### config.mk
export PLATFORM = sky130hd
export DESIGN_NAME = pgtm_top
export DESIGN_NICKNAME = d
export VERILOG_FILES = /design/src/shared/pgtm_pkg.sv /design/src/shared/pgtm_src_if.sv /design/src/pgtm_top.sv /design/src/pgtm_tree.sv
export SDC_FILE = /design/constraint.sdc
export NUM_CORES = 1
export LEC_CHECK = 0
export ABC_AREA = 1
export CAP_MARGIN = 20
export CORE_MARGIN = 2
export CORE_UTILIZATION = 36
export DETAILED_ROUTE_END_ITERATION = 12
export DONT_BUFFER_PORTS = 1
export GPL_TIMING_DRIVEN = 0
export SLEW_MARGIN = 0
export SYNTH_ARGS = -nofsm -noshare
export SYNTH_HDL_FRONTEND = slang
export SYNTH_HIERARCHICAL = 1
export SYNTH_SLANG_ARGS = --single-unit
### constraint.sdc
create_clock -name clk -period 1.6 [get_ports clk]
set_clock_uncertainty 0.05 [all_clocks]
set_input_delay 0.16 -clock clk [delete_from_list [all_inputs] [get_ports clk]]
set_output_delay 0.16 -clock clk [all_outputs]
set_load 0.03 [all_outputs]
### src/shared/pgtm_pkg.sv
// constants, types and helpers for the power-good tree mask block
// Operation
// - mask bit 0 keeps source in output tree, 1 ignores it
// - output 1 second mask bits 7..4 mask control inputs e, d, b, a
// - second mask bits 3..0: termination reg, switch b2, switch b1, aux 3
// - output 1 second mask resets to af
// - first mask: bit 7 aux 2, bit 6 switch a, bits 5..0 bucks 6..1
// - output 4 first mask at a6, resets to zero
// - output 4 second mask at a7, resets to zero
// - output 2 first mask at a8, resets to c0
// - host reads and writes masks anytime; writes take effect at once
// - output 1 first mask at a4, resets to c2, same bit order
// - output 2 second mask at a9, resets to 2f, same bit order
package pgtm_pkg;

  typedef logic [7:0] pgtm_byte_t;
  typedef logic [2:0] pgtm_slot_t;

  // ---------------------------------------------------------------
  // register offsets
  // ---------------------------------------------------------------
  localparam pgtm_byte_t OFS_OUT1_RAIL = 8'ha4;
  localparam pgtm_byte_t OFS_OUT1_PIN = 8'ha5;
  localparam pgtm_byte_t OFS_OUT4_RAIL = 8'ha6;
  localparam pgtm_byte_t OFS_OUT4_PIN = 8'ha7;
  localparam pgtm_byte_t OFS_OUT2_RAIL = 8'ha8;
  localparam pgtm_byte_t OFS_OUT2_PIN = 8'ha9;

  // slots in the mask array, offset minus the first offset
  localparam int unsigned NUM_MASK = 6;
  localparam pgtm_slot_t SLOT_OUT1_RAIL = 3'h0;
  localparam pgtm_slot_t SLOT_OUT1_PIN = 3'h1;
  localparam pgtm_slot_t SLOT_OUT4_RAIL = 3'h2;
  localparam pgtm_slot_t SLOT_OUT4_PIN = 3'h3;
  localparam pgtm_slot_t SLOT_OUT2_RAIL = 3'h4;
  localparam pgtm_slot_t SLOT_OUT2_PIN = 3'h5;

  // ---------------------------------------------------------------
  // reset values
  // ---------------------------------------------------------------
  localparam pgtm_byte_t RST_OUT1_RAIL = 8'hc2;
  localparam pgtm_byte_t RST_OUT1_PIN = 8'haf;
  localparam pgtm_byte_t RST_OUT4_RAIL = 8'h00;
  localparam pgtm_byte_t RST_OUT4_PIN = 8'h00;
  localparam pgtm_byte_t RST_OUT2_RAIL = 8'hc0;
  localparam pgtm_byte_t RST_OUT2_PIN = 8'h2f;
  localparam pgtm_byte_t RD_UNMAPPED = 8'h00;

  // ---------------------------------------------------------------
  // field positions, first mask (rails) and second mask (pins)
  // ---------------------------------------------------------------
  localparam int unsigned BIT_AUX2 = 7;
  localparam int unsigned BIT_LSW_A = 6;
  localparam int unsigned BIT_BUCK_RAIL_1 = 0; // bucks 6..1 at bits 5..0
  localparam int unsigned NUM_BUCK = 6;
  localparam int unsigned BIT_CTL_E = 7;
  localparam int unsigned BIT_CTL_D = 6;
  localparam int unsigned BIT_CTL_B = 5;
  localparam int unsigned BIT_CTL_A = 4;
  localparam int unsigned BIT_TERM = 3;
  localparam int unsigned BIT_LSW_B2 = 2;
  localparam int unsigned BIT_LSW_B1 = 1;
  localparam int unsigned BIT_AUX3 = 0;

  // true when the offset names one of the mask registers
  function automatic logic addr_hit(input pgtm_byte_t a);
    return (a >= OFS_OUT1_RAIL) && (a <= OFS_OUT2_PIN);
  endfunction : addr_hit

  // slot of a mask register, valid only when addr_hit is true
  function automatic pgtm_slot_t addr_slot(input pgtm_byte_t a);
    pgtm_byte_t diff;
    diff = a - OFS_OUT1_RAIL;
    return diff[2:0];
  endfunction : addr_slot

  // a masked source is forced good, so only unmasked ones count
  function automatic logic tree_good(input pgtm_byte_t src,
                                     input pgtm_byte_t msk);
    return &(src | msk);
  endfunction : tree_good

endpackage : pgtm_pkg

### src/shared/pgtm_src_if.sv
// synchronised power-good sources shared by the tree evaluators
`timescale 1ns/1ps
`default_nettype none
interface pgtm_src_if;
  logic [7:0] rail_good; // first-mask order
  logic [7:0] pin_good;  // second-mask order
  modport prod (output rail_good, output pin_good);
  modport cons (input rail_good, input pin_good);
endinterface : pgtm_src_if
`default_nettype wire

### src/pgtm_top.sv
// power-good tree mask registers and three power-good outputs
`timescale 1ns/1ps
`default_nettype none
module pgtm_top (
  input wire logic clk,
  input wire logic rst,
  input wire logic [7:0] reg_addr,
  input wire logic [7:0] reg_wdata,
  input wire logic reg_wr,
  input wire logic reg_rd,
  output logic [7:0] reg_rdata,
  input wire logic [5:0] buck_rail_good,
  input wire logic aux_regulator_2_good,
  input wire logic load_switch_a_good,
  input wire logic control_input_a,
  input wire logic control_input_b,
  input wire logic control_input_d,
  input wire logic control_input_e,
  input wire logic termination_regulator_good,
  input wire logic load_switch_b1_good,
  input wire logic load_switch_b2_good,
  input wire logic aux_regulator_3_good,
  output logic pg_output_1,
  output logic pg_output_2,
  output logic pg_output_4
);

  // ---------------------------------------------------------------
  // source synchronisers
  // ---------------------------------------------------------------
  logic [7:0] rail_raw;
  logic [7:0] pin_raw;
  logic [7:0] rail_meta_q;
  logic [7:0] rail_meta_d;
  logic [7:0] rail_sync_q;
  logic [7:0] rail_sync_d;
  logic [7:0] pin_meta_q;
  logic [7:0] pin_meta_d;
  logic [7:0] pin_sync_q;
  logic [7:0] pin_sync_d;

  // rails packed in first-mask order
  always_comb begin
    rail_raw = '0;
    rail_raw[pgtm_pkg::BIT_AUX2] = aux_regulator_2_good;
    rail_raw[pgtm_pkg::BIT_LSW_A] = load_switch_a_good;
    rail_raw[pgtm_pkg::BIT_BUCK_RAIL_1 +: pgtm_pkg::NUM_BUCK] = buck_rail_good;
  end

  // pins and lower rails packed in second-mask order
  always_comb begin
    pin_raw = '0;
    pin_raw[pgtm_pkg::BIT_CTL_E] = control_input_e;
    pin_raw[pgtm_pkg::BIT_CTL_D] = control_input_d;
    pin_raw[pgtm_pkg::BIT_CTL_B] = control_input_b;
    pin_raw[pgtm_pkg::BIT_CTL_A] = control_input_a;
    pin_raw[pgtm_pkg::BIT_TERM] = termination_regulator_good;
    pin_raw[pgtm_pkg::BIT_LSW_B2] = load_switch_b2_good;
    pin_raw[pgtm_pkg::BIT_LSW_B1] = load_switch_b1_good;
    pin_raw[pgtm_pkg::BIT_AUX3] = aux_regulator_3_good;
  end

  // two stages; first stage feeds only the second
  always_comb begin
    rail_meta_d = rail_raw;
    rail_sync_d = rail_meta_q;
    pin_meta_d = pin_raw;
    pin_sync_d = pin_meta_q;
  end

  // sources read not-good during reset
  always_ff @(posedge clk) begin
    if (rst) begin
      rail_meta_q <= '0;
      rail_sync_q <= '0;
      pin_meta_q <= '0;
      pin_sync_q <= '0;
    end else begin
      rail_meta_q <= rail_meta_d;
      rail_sync_q <= rail_sync_d;
      pin_meta_q <= pin_meta_d;
      pin_sync_q <= pin_sync_d;
    end
  end

  // ---------------------------------------------------------------
  // mask registers
  // ---------------------------------------------------------------
  localparam pgtm_pkg::pgtm_byte_t MASK_RST [pgtm_pkg::NUM_MASK] = '{
    pgtm_pkg::RST_OUT1_RAIL,
    pgtm_pkg::RST_OUT1_PIN,
    pgtm_pkg::RST_OUT4_RAIL,
    pgtm_pkg::RST_OUT4_PIN,
    pgtm_pkg::RST_OUT2_RAIL,
    pgtm_pkg::RST_OUT2_PIN
  };

  pgtm_pkg::pgtm_byte_t mask_q [pgtm_pkg::NUM_MASK];
  pgtm_pkg::pgtm_byte_t mask_d [pgtm_pkg::NUM_MASK];
  logic [7:0] rdata_q;
  logic [7:0] rdata_d;
  logic hit;
  pgtm_pkg::pgtm_slot_t slot;

  assign hit = pgtm_pkg::addr_hit(reg_addr);
  assign slot = pgtm_pkg::addr_slot(reg_addr);

  // write any time, no lock; every bit read/write
  always_comb begin
    for (int i = 0; i < pgtm_pkg::NUM_MASK; i++) begin
      mask_d[i] = mask_q[i];
    end
    if (reg_wr && hit) begin
      mask_d[slot] = reg_wdata;
    end
    rdata_d = rdata_q;
    if (reg_rd) begin
      rdata_d = hit ? mask_q[slot] : pgtm_pkg::RD_UNMAPPED;
    end
  end

  // reset loads the documented defaults
  always_ff @(posedge clk) begin
    if (rst) begin
      for (int i = 0; i < pgtm_pkg::NUM_MASK; i++) begin
        mask_q[i] <= MASK_RST[i];
      end
      rdata_q <= '0;
    end else begin
      for (int i = 0; i < pgtm_pkg::NUM_MASK; i++) begin
        mask_q[i] <= mask_d[i];
      end
      rdata_q <= rdata_d;
    end
  end

  assign reg_rdata = rdata_q;

  // ---------------------------------------------------------------
  // power-good trees
  // ---------------------------------------------------------------
  pgtm_src_if src_bus ();

  assign src_bus.rail_good = rail_sync_q;
  assign src_bus.pin_good = pin_sync_q;

  // one evaluator per output; shared sources, own masks
  pgtm_tree u_tree1 (
    .clk(clk),
    .rst(rst),
    .src(src_bus),
    .rail_mask(mask_q[pgtm_pkg::SLOT_OUT1_RAIL]),
    .pin_mask(mask_q[pgtm_pkg::SLOT_OUT1_PIN]),
    .pg_out(pg_output_1)
  );

  pgtm_tree u_tree2 (
    .clk(clk),
    .rst(rst),
    .src(src_bus),
    .rail_mask(mask_q[pgtm_pkg::SLOT_OUT2_RAIL]),
    .pin_mask(mask_q[pgtm_pkg::SLOT_OUT2_PIN]),
    .pg_out(pg_output_2)
  );

  pgtm_tree u_tree4 (
    .clk(clk),
    .rst(rst),
    .src(src_bus),
    .rail_mask(mask_q[pgtm_pkg::SLOT_OUT4_RAIL]),
    .pin_mask(mask_q[pgtm_pkg::SLOT_OUT4_PIN]),
    .pg_out(pg_output_4)
  );
endmodule : pgtm_top
`default_nettype wire

### src/pgtm_tree.sv
// one power-good tree: masked and-reduction of all sources
`timescale 1ns/1ps
`default_nettype none
module pgtm_tree (
  input wire logic clk,
  input wire logic rst,
  pgtm_src_if.cons src,
  input wire pgtm_pkg::pgtm_byte_t rail_mask,
  input wire pgtm_pkg::pgtm_byte_t pin_mask,
  output logic pg_out
);

  logic good_d;
  logic good_q;

  // ---------------------------------------------------------------
  // tree evaluation
  // ---------------------------------------------------------------
  // both halves must be good; registered to keep the pin glitch free
  always_comb begin
    good_d = pgtm_pkg::tree_good(src.rail_good, rail_mask) &
             pgtm_pkg::tree_good(src.pin_good, pin_mask);
  end

  // output held low in reset
  always_ff @(posedge clk) begin
    if (rst) begin
      good_q <= 1'b0;
    end else begin
      good_q <= good_d;
    end
  end

  assign pg_out = good_q;

endmodule : pgtm_tree
`default_nettype wire

==> results of run 1 <==
-- power by group --
| group | total, mW | switching [mW] | leakage, nW | internal, mW |
|---|---|---|---|---|
| clock | 2.07 | 0.980 | 0.141 | 1.09 |
| sequential | 2.37 | 0.0535 | 0.742 | 2.31 |
| combinational | 0.336 | 0.218 | 1.60 | 0.119 |
-- cells in the mapped netlist, types with 4 or more instances --
cell | count | share of area [%]
nor2_1 | 133 | 12
nor2_2 | 5 | 0.74
a21oi_1 | 19 | 2.2
buf_6 | 5 | 1.3
inv_1 | 125 | 11
clkbuf_1 | 11 | 0.97
nand4_1 | 13 | 1.9
nand3_4 | 5 | 2.1
nand2_1 | 143 | 13
dfxtp_1 | 91 | 43
nand2_2 | 5 | 0.74
nor3_1 | 4 | 0.47
nand3_1 | 46 | 5.4
o21ai_0 | 20 | 2.4
-- layout by cell type (no fill, tap or decap), types with 9 or more instances in the layout --
master,synthesis,layout
clkbuf_16,0,9
nor2_1,133,133
nand4_1,13,13
nand2_1,143,143
nand3_1,46,46
a21oi_1,19,19
dfxtp_1,91,91
o21ai_0,20,20
dlygate4sd3_1,0,25
inv_1,125,125
clkbuf_1,11,11
-- through the flow --
step	worst slack, ns	instance area, um2	instances	setup TNS (ns)
3_5_place_dp	-0.05306	4434	786	-0.4602
6_report	0.2749	4982	829	0
2_1_floorplan	0.3637	4255	643	0
5_1_grt	0.1545	4982	829	0
4_1_cts	0.2918	4977	827	0
3_3_place_gp	-0.1187	4434	786	-0.9037
-- sequential cells by signal (all words and copies together) (netlist names) --
name and cells:
mask_q 48, pin_meta_q 8, pin_sync_q 8, rail_meta_q 8, rail_sync_q 8, reg_rdata 8, u_tree1/pg_out 1, u_tree2/pg_out 1
u_tree4/pg_out 1
-- metal layers --
metal | up-vias | routed length [um] | global-route usage [%] | part of all wire [%]
met2 | 151 | 5494 | 32.69 | 46
met3 | 26 | 899 | 5.196 | 7.5
li1 | 1995 | - | - | -
met1 | 1801 | 5348 | 25.95 | 45
met5 | - | 0 | 0 | 0
met4 | 0 | 270 | 6.098 | 2.2
-- path summary, 6_finish.rpt --
check                                    to                 startpoint  slack [ns]
setup / recovery  mask_q[0][7]$_SDFFE_PP1P_                        rst        0.27
hold / removal    reg_rdata[0]$_SDFFE_PP0P_                     reg_rd       0.006
setup reg to reg  reg_rdata[2]$_SDFFE_PP0P_  mask_q[4][2]$_SDFFE_PP0P_        0.44
hold reg to reg    pin_sync_q[3]$_SDFF_PP0_   pin_meta_q[3]$_SDFF_PP0_        0.35
-- final cells by class --
cell class	count	share of cell area (%)
diodes	2	0.1005
plain buffers	20	2.562
clock buffers	9	4.520
clock inverters	7	1.356
inverters	127	9.618
multi-input cells	405	36.66
flip-flops and latches	91	36.56
well taps	143	3.591
repair buffers	25	5.023
-- worst register-to-register path: stages (launching register included) --
cell and delay, ns:
dfxtp_1 0.38, nand2_1 0.07, nand3_1 0.12, o21ai_0 0.10, nor2_1 0.18, nand2_1 0.09
a21oi_1 0.11
-- cell families after synthesis --
logic type	after synthesis	share of synthesized area, %
simple gates	366	38.34
buf+inv	147	14.26
compound gates	39	4.587
flops	91	42.81
==> flow_summary_export.csv, run 1 <==
group,metric,value,unit
critical_path,worstPathRequired,1.75,ns
job,maxCapViolCount,0,
synthesis,netlist_area,4255,um2
timing,finalMaxSlewViolations,0,
clock_network,h-tree-depth,3,
floorplanning,rows,39,
synthesis,syn-num-nets,679,
synthesis,ys_types,26,
global_route,grt-ovfl-total,0,
final_layout,finalNetCount,715,
critical_path,critPathMostFrequentCell,"clkbuf_1",
synthesis,ys_seq_area_share,42.81,%
timing,max_slew_margin,60.98,%
clock_network,clkSlewWorstSetupHoldPaths,0.07,ns
power_and_ir_drop,power.total,4.778,mW
timing,period_minus_slack,1.325,ns
power_and_ir_drop,vdd_drop_max,886.0,uV
critical_path,slowest_stage,"clkbuf_1",
critical_path,critPathTopFamily,"buffers and inverters",
timing,setup_viol,0,
routing,wl_per_cell,14.49,um
routing,ant_nets,0,
critical_path,endpoint_kind,"flop",
final_layout,layout.area.seq,1822,um2
synthesis,synth-async-reset-ratio,0,%
place,dp_hpwl,8953,um
timing,fmax,0.7547,GHz
floorplanning,io_pins,47,
final_layout,area_growth,17.08,%
hold_path,min_path_cells,2,
power_and_ir_drop,p_leak,2.480,nW
timing,rsz0062_at_grt,"false",
critical_path,path_buf_inv,4,
floorplanning,fp.dieW,112.7,um
timing,worst_pin_slew,0.5854,ns
final_layout,drive_above_1_share,7.018,%
global_route,grt_start_max_net_pins,19,
critical_path,critical_path_class,"in -> reg",
routing,vias,3973,
clock_network,postCtsHoldBufs,25,
routing,vias_per_cell,4.793,
critical_path,reg2reg_depth,6,
clock_network,numCtsBuffers,9,
synthesis,ys_dominant_reg_cell,"dfxtp_1",
timing,timing_hold_violations_final,0,
critical_path,critPathMaxFanout,10,
routing,wirelength,12010,um
final_layout,final_core_util,43.45,%
outcome,outcome,"complete, no violations",
timing,hold_ws,0.005772,ns
floorplanning,die_h,112.7,um
critical_path,cp.depth,5,
synthesis,postSynthAreaPerCell,6.618,um2
floorplanning,core_area,11470,um2
clock_network,postCtsSetupRepairBufs,0,
critical_path,start_kind,"primary input",
routing,drtIter0Drc,335,
synthesis,synth_edf_count,0,
timing,fin_crit_sh,82.82,%
clock_network,root_buffer,"clkbuf_16",
critical_path,max_stage_delay,0.51,ns
synthesis,ys.warnings.count,6,
global_route,grt_pass1_vias,3837,
clock_network,cts_tree,"built",
synthesis,ys_ff_latch,91,
place,gp_congestion,0.8925,
clock_network,clk_latency,0.35,ns
hold_path,min_path_type,"in -> reg",
clock_network,cts_resized,0,
routing,drt-pass1-iter-count,5,
critical_path,critical_path_arrival,1.48,ns
place,portBuffers,0,
floorplanning,fp.dieArea,12710,um2
critical_path,path_cells,"clkbuf_1 > inv_1 > clkbuf_1 > clkbuf_1 > nand3_1",
floorplanning,start_util,37.11,%
synthesis,syn_inst,643,
global_route,antenna_found_initial,2,
clock_network,clock_path_buffers,2,
global_route,grt_use_total,19.97,%
global_route,grt_pass1_wl,19630,um
power_and_ir_drop,power_density,959.0,nW/um2
routing,drcViolationCount,0,
clock_network,clock_sinks,91,
final_layout,multi_input_area,1827,um2
final_layout,num-fill-cells,1203,
No activity file was read; power rests on OpenSTA's default activity.
==> run 2, diff against run 1 <==
==> constraint.sdc (replaced) <==
create_clock -name clk -period 1.3 [get_ports clk]
set_clock_uncertainty 0.05 [all_clocks]
set_input_delay 0.13 -clock clk [delete_from_list [all_inputs] [get_ports clk]]
set_output_delay 0.13 -clock clk [all_outputs]
set_load 0.03 [all_outputs]
==> flow_summary_export.csv, run 2 (synthesis gave the netlist of run 1 again) <==
group,metric,value,unit
outcome,outcome,"complete, no violations",
routing,wl_per_cell,14.57,um
place,dp_hpwl,8953,um
routing,wirelength,12090,um
hold_path,min_path_type,"in -> reg",
timing,fmax,0.8221,GHz
global_route,grt_pass1_wl,19670,um
routing,ant_nets,0,
critical_path,critical_path_class,"in -> reg",
critical_path,r2r_start,"mask_q[5][2]$_SDFFE_PP1P_",
floorplanning,fp.dieArea,12710,um2
clock_network,root_buffer,"clkbuf_16",
final_layout,drive_above_1_share,7.591,%
timing,finalMaxSlewViolations,0,
global_route,grt_start_max_net_pins,19,
critical_path,crit_start,"reg_addr[0]",
routing,drtIter0Drc,394,
final_layout,layout_common_cells,"nand2_1, nor2_1, inv_1",
timing,timing_hold_violations_final,0,
critical_path,critical_path_arrival,1.38,ns
timing,setup_viol,0,
final_layout,finalNetCount,716,
routing,drt-pass1-iter-count,5,
floorplanning,die_h,112.7,um
floorplanning,io_pins,47,
routing,vias_per_cell,4.783,
routing,drcViolationCount,0,
clock_network,postCtsSetupRepairBufs,0,
final_layout,largest-register,"mask_q",
clock_network,clock_path_buffers,2,
floorplanning,fp.dieW,112.7,um
floorplanning,rows,39,
power_and_ir_drop,vdd_drop_max,1091,uV
critical_path,start_kind,"primary input",
final_layout,area_growth,17.64,%
global_route,grtUsageMet3,4.928,%
critical_path,reg2reg_depth,6,
place,portBuffers,0,
clock_network,numCtsBuffers,9,
global_route,grt_pass1_vias,3839,
timing,period_minus_slack,1.216,ns
timing,worst_pin_slew,0.5013,ns
timing,max_slew_margin,66.58,%
global_route,top_usage_layer,"met2",
global_route,grtUsageMet2,32.73,%
place,gp_congestion,0.8925,
global_route,grt_use_total,19.99,%
critical_path,endpoint_kind,"flop",
clock_network,clk_latency,0.35,ns
timing,fin_setup_tns,0,ns
routing,vias,3970,
global_route,antenna_found_initial,2,
critical_path,critPathMaxFanout,10,
floorplanning,core_area,11470,um2
critical_path,worstPathRequired,1.46,ns
final_layout,final_common_cell,"nand2_1",
timing,fin_crit_sh,93.57,%
final_layout,largest_reg_flops,48,
global_route,grt-ovfl-total,0,
critical_path,r2r_setup_slack,0.14,ns
timing,rsz0062_at_grt,"false",
timing,hold_ws,0.1102,ns
clock_network,clock_sinks,91,
critical_path,rr_endpoint,"reg_rdata[2]$_SDFFE_PP0P_",
job,maxCapViolCount,0,
critical_path,endpoint,"mask_q[4][4]$_SDFFE_PP0P_",
clock_network,h-tree-depth,3,
floorplanning,start_util,37.11,%
power_and_ir_drop,p_leak,2.495,nW
power_and_ir_drop,power_density,1176,nW/um2
clock_network,cts_tree,"built",
global_route,use_met1,26.16,%
clock_network,clkSlewWorstSetupHoldPaths,0.07,ns
==> run 2: area by class of cell <==
type	count	area, um2
multi-input combinational	405	1837
sequential	91	1822
buffer	20	131.4
antenna	2	5.005
clock buffer	9	225.2
tap	143	178.9
inverter	127	479.2
timing repair buffer	26	260.3
clock inverter	7	67.56
fill	1201	6461
==> run 2: worst min-delay path by stage <==
stage | start | endpoint | cells past startpoint
after floorplan | aux_regulator_3_good | pin_meta_q[0]$_SDFF_PP0_ | 2
after global placement | termination_regulator_good | pin_meta_q[3]$_SDFF_PP0_ | 2
after detailed placement | load_switch_b1_good | pin_meta_q[1]$_SDFF_PP0_ | 2
after CTS | reg_rd | reg_rdata[4]$_SDFFE_PP0P_ | 2
after global routing | reg_addr[0] | mask_q[2][2]$_SDFFE_PP0P_ | 5
final | reg_rd | reg_rdata[7]$_SDFFE_PP0P_ | 2
==> run 2: critical path, cell delays in order <==
cell      delay, ns
clkbuf_1       0.23
nor2_2         0.42
nand3_1        0.36
nand2_1        0.15
a21oi_1        0.08
==> run 2: timing repair <==
action                                  4_1_cts  5_1_grt
endpoints found under the hold margin        73        0
resized for setup                             0        8
hold buffers                                 26        0
endpoints found under the setup margin        0       27
==> run 2: where the power goes <==
group | leakage [nW] | switching, mW | internal [mW]
registers | 0.742 | 0.0659 | 2.85
clock network | 0.141 | 1.21 | 1.35
logic | 1.61 | 0.272 | 0.150
==> run 2: per-layer routing <==
metal / routed length, um / vias up
met4: 205 / 0
met5: 0 / -
met1: 5426 / 1806
met2: 5576 / 148
li1: - / 1997
met3: 881 / 19
==> run 2: stage by stage <==
stage	instance area [um2]	total power, mW	worst slack, ns	cells	util, %
floorplan	4255	3.207	0.09366	643	-
global placement	4434	3.293	-0.3887	786	38.67
detailed placement	4434	3.300	-0.3231	786	38.67
CTS	4987	5.931	0.02226	828	43.49
global route	5006	6.112	0.003945	830	43.66
finish	5006	5.889	0.08363	830	43.66
==> run 3, diff against run 2 <==
==> constraint.sdc (replaced) <==
create_clock -name clk -period 1.2 [get_ports clk]
set_clock_uncertainty 0.05 [all_clocks]
set_input_delay 0.12 -clock clk [delete_from_list [all_inputs] [get_ports clk]]
set_output_delay 0.12 -clock clk [all_outputs]
set_load 0.03 [all_outputs]
==> flow_summary_export.csv, run 3 (synthesis gave the netlist of run 1 again) <==
group,metric,value,unit
critical_path,endpoint_kind,"flop",
final_layout,drive_above_1_share,8.892,%
floorplanning,io_pins,47,
critical_path,slowest_stage,"dfxtp_2",
place,gp_congestion,0.8925,
global_route,grt-ovfl-total,0,
critical_path,critPathMaxFanout,3,
critical_path,critPathMostFrequentCell,"nand2_1",
timing,worst_pin_slew,0.5323,ns
final_layout,area_growth,18.32,%
timing,period_minus_slack,1.173,ns
final_layout,final_cells,831,
critical_path,crit_start,"mask_q[5][2]$_SDFFE_PP1P_",
clock_network,clock_sinks,91,
power_and_ir_drop,power.total,6.378,mW
place,portBuffers,0,
timing,finalMaxSlewViolations,0,
place,placed_cells,786,
power_and_ir_drop,power_density,1267,nW/um2
global_route,grt_start_max_net_pins,19,
critical_path,start_kind,"flop",
timing,setup_viol,0,
final_layout,layout.area.seq,1828,um2
timing,max_slew_margin,64.51,%
routing,vias,3980,
timing,rsz0062_at_grt,"true",
floorplanning,fp.dieW,112.7,um
job,maxCapViolCount,0,
floorplanning,fp.dieArea,12710,um2
critical_path,max_stage_delay,0.35,ns
global_route,grt_use_total,19.99,%
routing,wl_per_cell,14.64,um
final_layout,final_common_cell,"nand2_1",
global_route,grt_pass1_vias,3839,
clock_network,numCtsBuffers,9,
floorplanning,rows,39,
critical_path,r2r_start,"mask_q[5][2]$_SDFFE_PP1P_",
final_layout,stdcell_area,5035,um2
routing,drtIter0Drc,365,
routing,vias_per_cell,4.789,
place,place_area,4434,um2
clock_network,clock_path_buffers,2,
power_and_ir_drop,vdd_drop_max,1180,uV
critical_path,worstPathRequired,1.43,ns
routing,wirelength,12170,um
clock_network,clk_latency,0.35,ns
global_route,antenna_found_initial,2,
clock_network,cts_tree,"built",
timing,fin_crit_sh,97.72,%
global_route,grt_pass1_wl,19670,um
place,dp_hpwl,8953,um
critical_path,critPathTopFamily,"simple AND/OR/NAND/NOR gates",
critical_path,critical_path_arrival,1.40,ns
floorplanning,start_util,37.11,%
critical_path,path_buf_inv,0,
routing,drt-pass1-iter-count,6,
timing,timing_hold_violations_final,0,
outcome,outcome,"complete, no violations",
final_layout,largest-register,"mask_q",
final_layout,multi_input_area,1852,um2
power_and_ir_drop,p_leak,2.500,nW
routing,drcViolationCount,0,
critical_path,critical_path_class,"reg -> reg",
final_layout,num-fill-cells,1205,
clock_network,root_buffer,"clkbuf_16",
timing,fmax,0.8528,GHz
final_layout,largest_reg_flops,48,
hold_path,min_path_type,"in -> reg",
final_layout,finalNetCount,717,
clock_network,clkSlewWorstSetupHoldPaths,0.07,ns
floorplanning,die_h,112.7,um
clock_network,h-tree-depth,3,
final_layout,layout_common_cells,"nand2_1, nor2_1, inv_1",
hold_path,min-delay-start,"reg_rd",
critical_path,path_cells,"nand2_1 > nand3_2 > o21ai_0 > nor2_1 > nand2_1 > a21oi_1",
floorplanning,core_area,11470,um2
routing,ant_nets,0,
run 3: final timing paths:
kind | slack, ns | end | cells after the start
worst min register to register | 0.35 | pin_sync_q[3]$_SDFF_PP0_ | 2
worst min-delay path | 0.10 | reg_rdata[7]$_SDFFE_PP0P_ | 2
worst max-delay path | 0.03 | reg_rdata[2]$_SDFFE_PP0P_ | 6
worst max register to register | 0.03 | reg_rdata[2]$_SDFFE_PP0P_ | 6
run 3: metrics by stage:
stage	util [%]	setup TNS (ns)	setup WS, ns	hold WS [ns]
after global routing	43.91	-0.001670	-0.001427	0.1391
after floorplan	-	0	0.003657	0.1770
final	43.91	0	0.02739	0.1009
after CTS	43.51	0	0.03147	0.09843
after detailed placement	38.67	-15.14	-0.4131	0.1805
after global placement	38.67	-14.82	-0.4787	0.1780
run 3: power by group:
part	leakage [nW]	switching (mW)	internal, mW	total, mW
Sequential	0.743	0.0714	3.09	3.16
Clock	0.141	1.30	1.46	2.76
Combinational	1.62	0.298	0.164	0.462
run 3: cell type report:
class / instances / area share [%]
Timing Repair Buffer: 27 / 5.318
Inverter: 127 / 9.518
Clock buffer: 9 / 4.473
Clock inverter: 7 / 1.342
Multi-Input combinational cell: 405 / 36.78
Buffer: 20 / 2.609
Sequential cell: 91 / 36.31
Tap cell: 143 / 3.554
Antenna cell: 2 / 0.09940
run 3: worst reg2reg max path: cells and delay by family (launching register included):
family,cells,cell delay [ns]
compound gates,2,0.21
flops,1,0.35
simple gates,4,0.50
run 3: what timing repair did:
item	in CTS	in global routing
pin swaps	0	2
hold buffers	26	0
hold endpoints to repair	73	0
gates resized for setup	2	13
setup buffers	0	1
endpoints found under the setup margin	14	37
run 3: layer usage:
metal  vias to the layer above  part of all wire [%]  global-route usage (%)
met1                      1797                    45                   26.16
met3                        20                   7.6                   4.928
met5                         -                     0                       0
li1                       2003                     -                       -
met4                         0                   1.7                   6.098
met2                       160                    46                   32.73
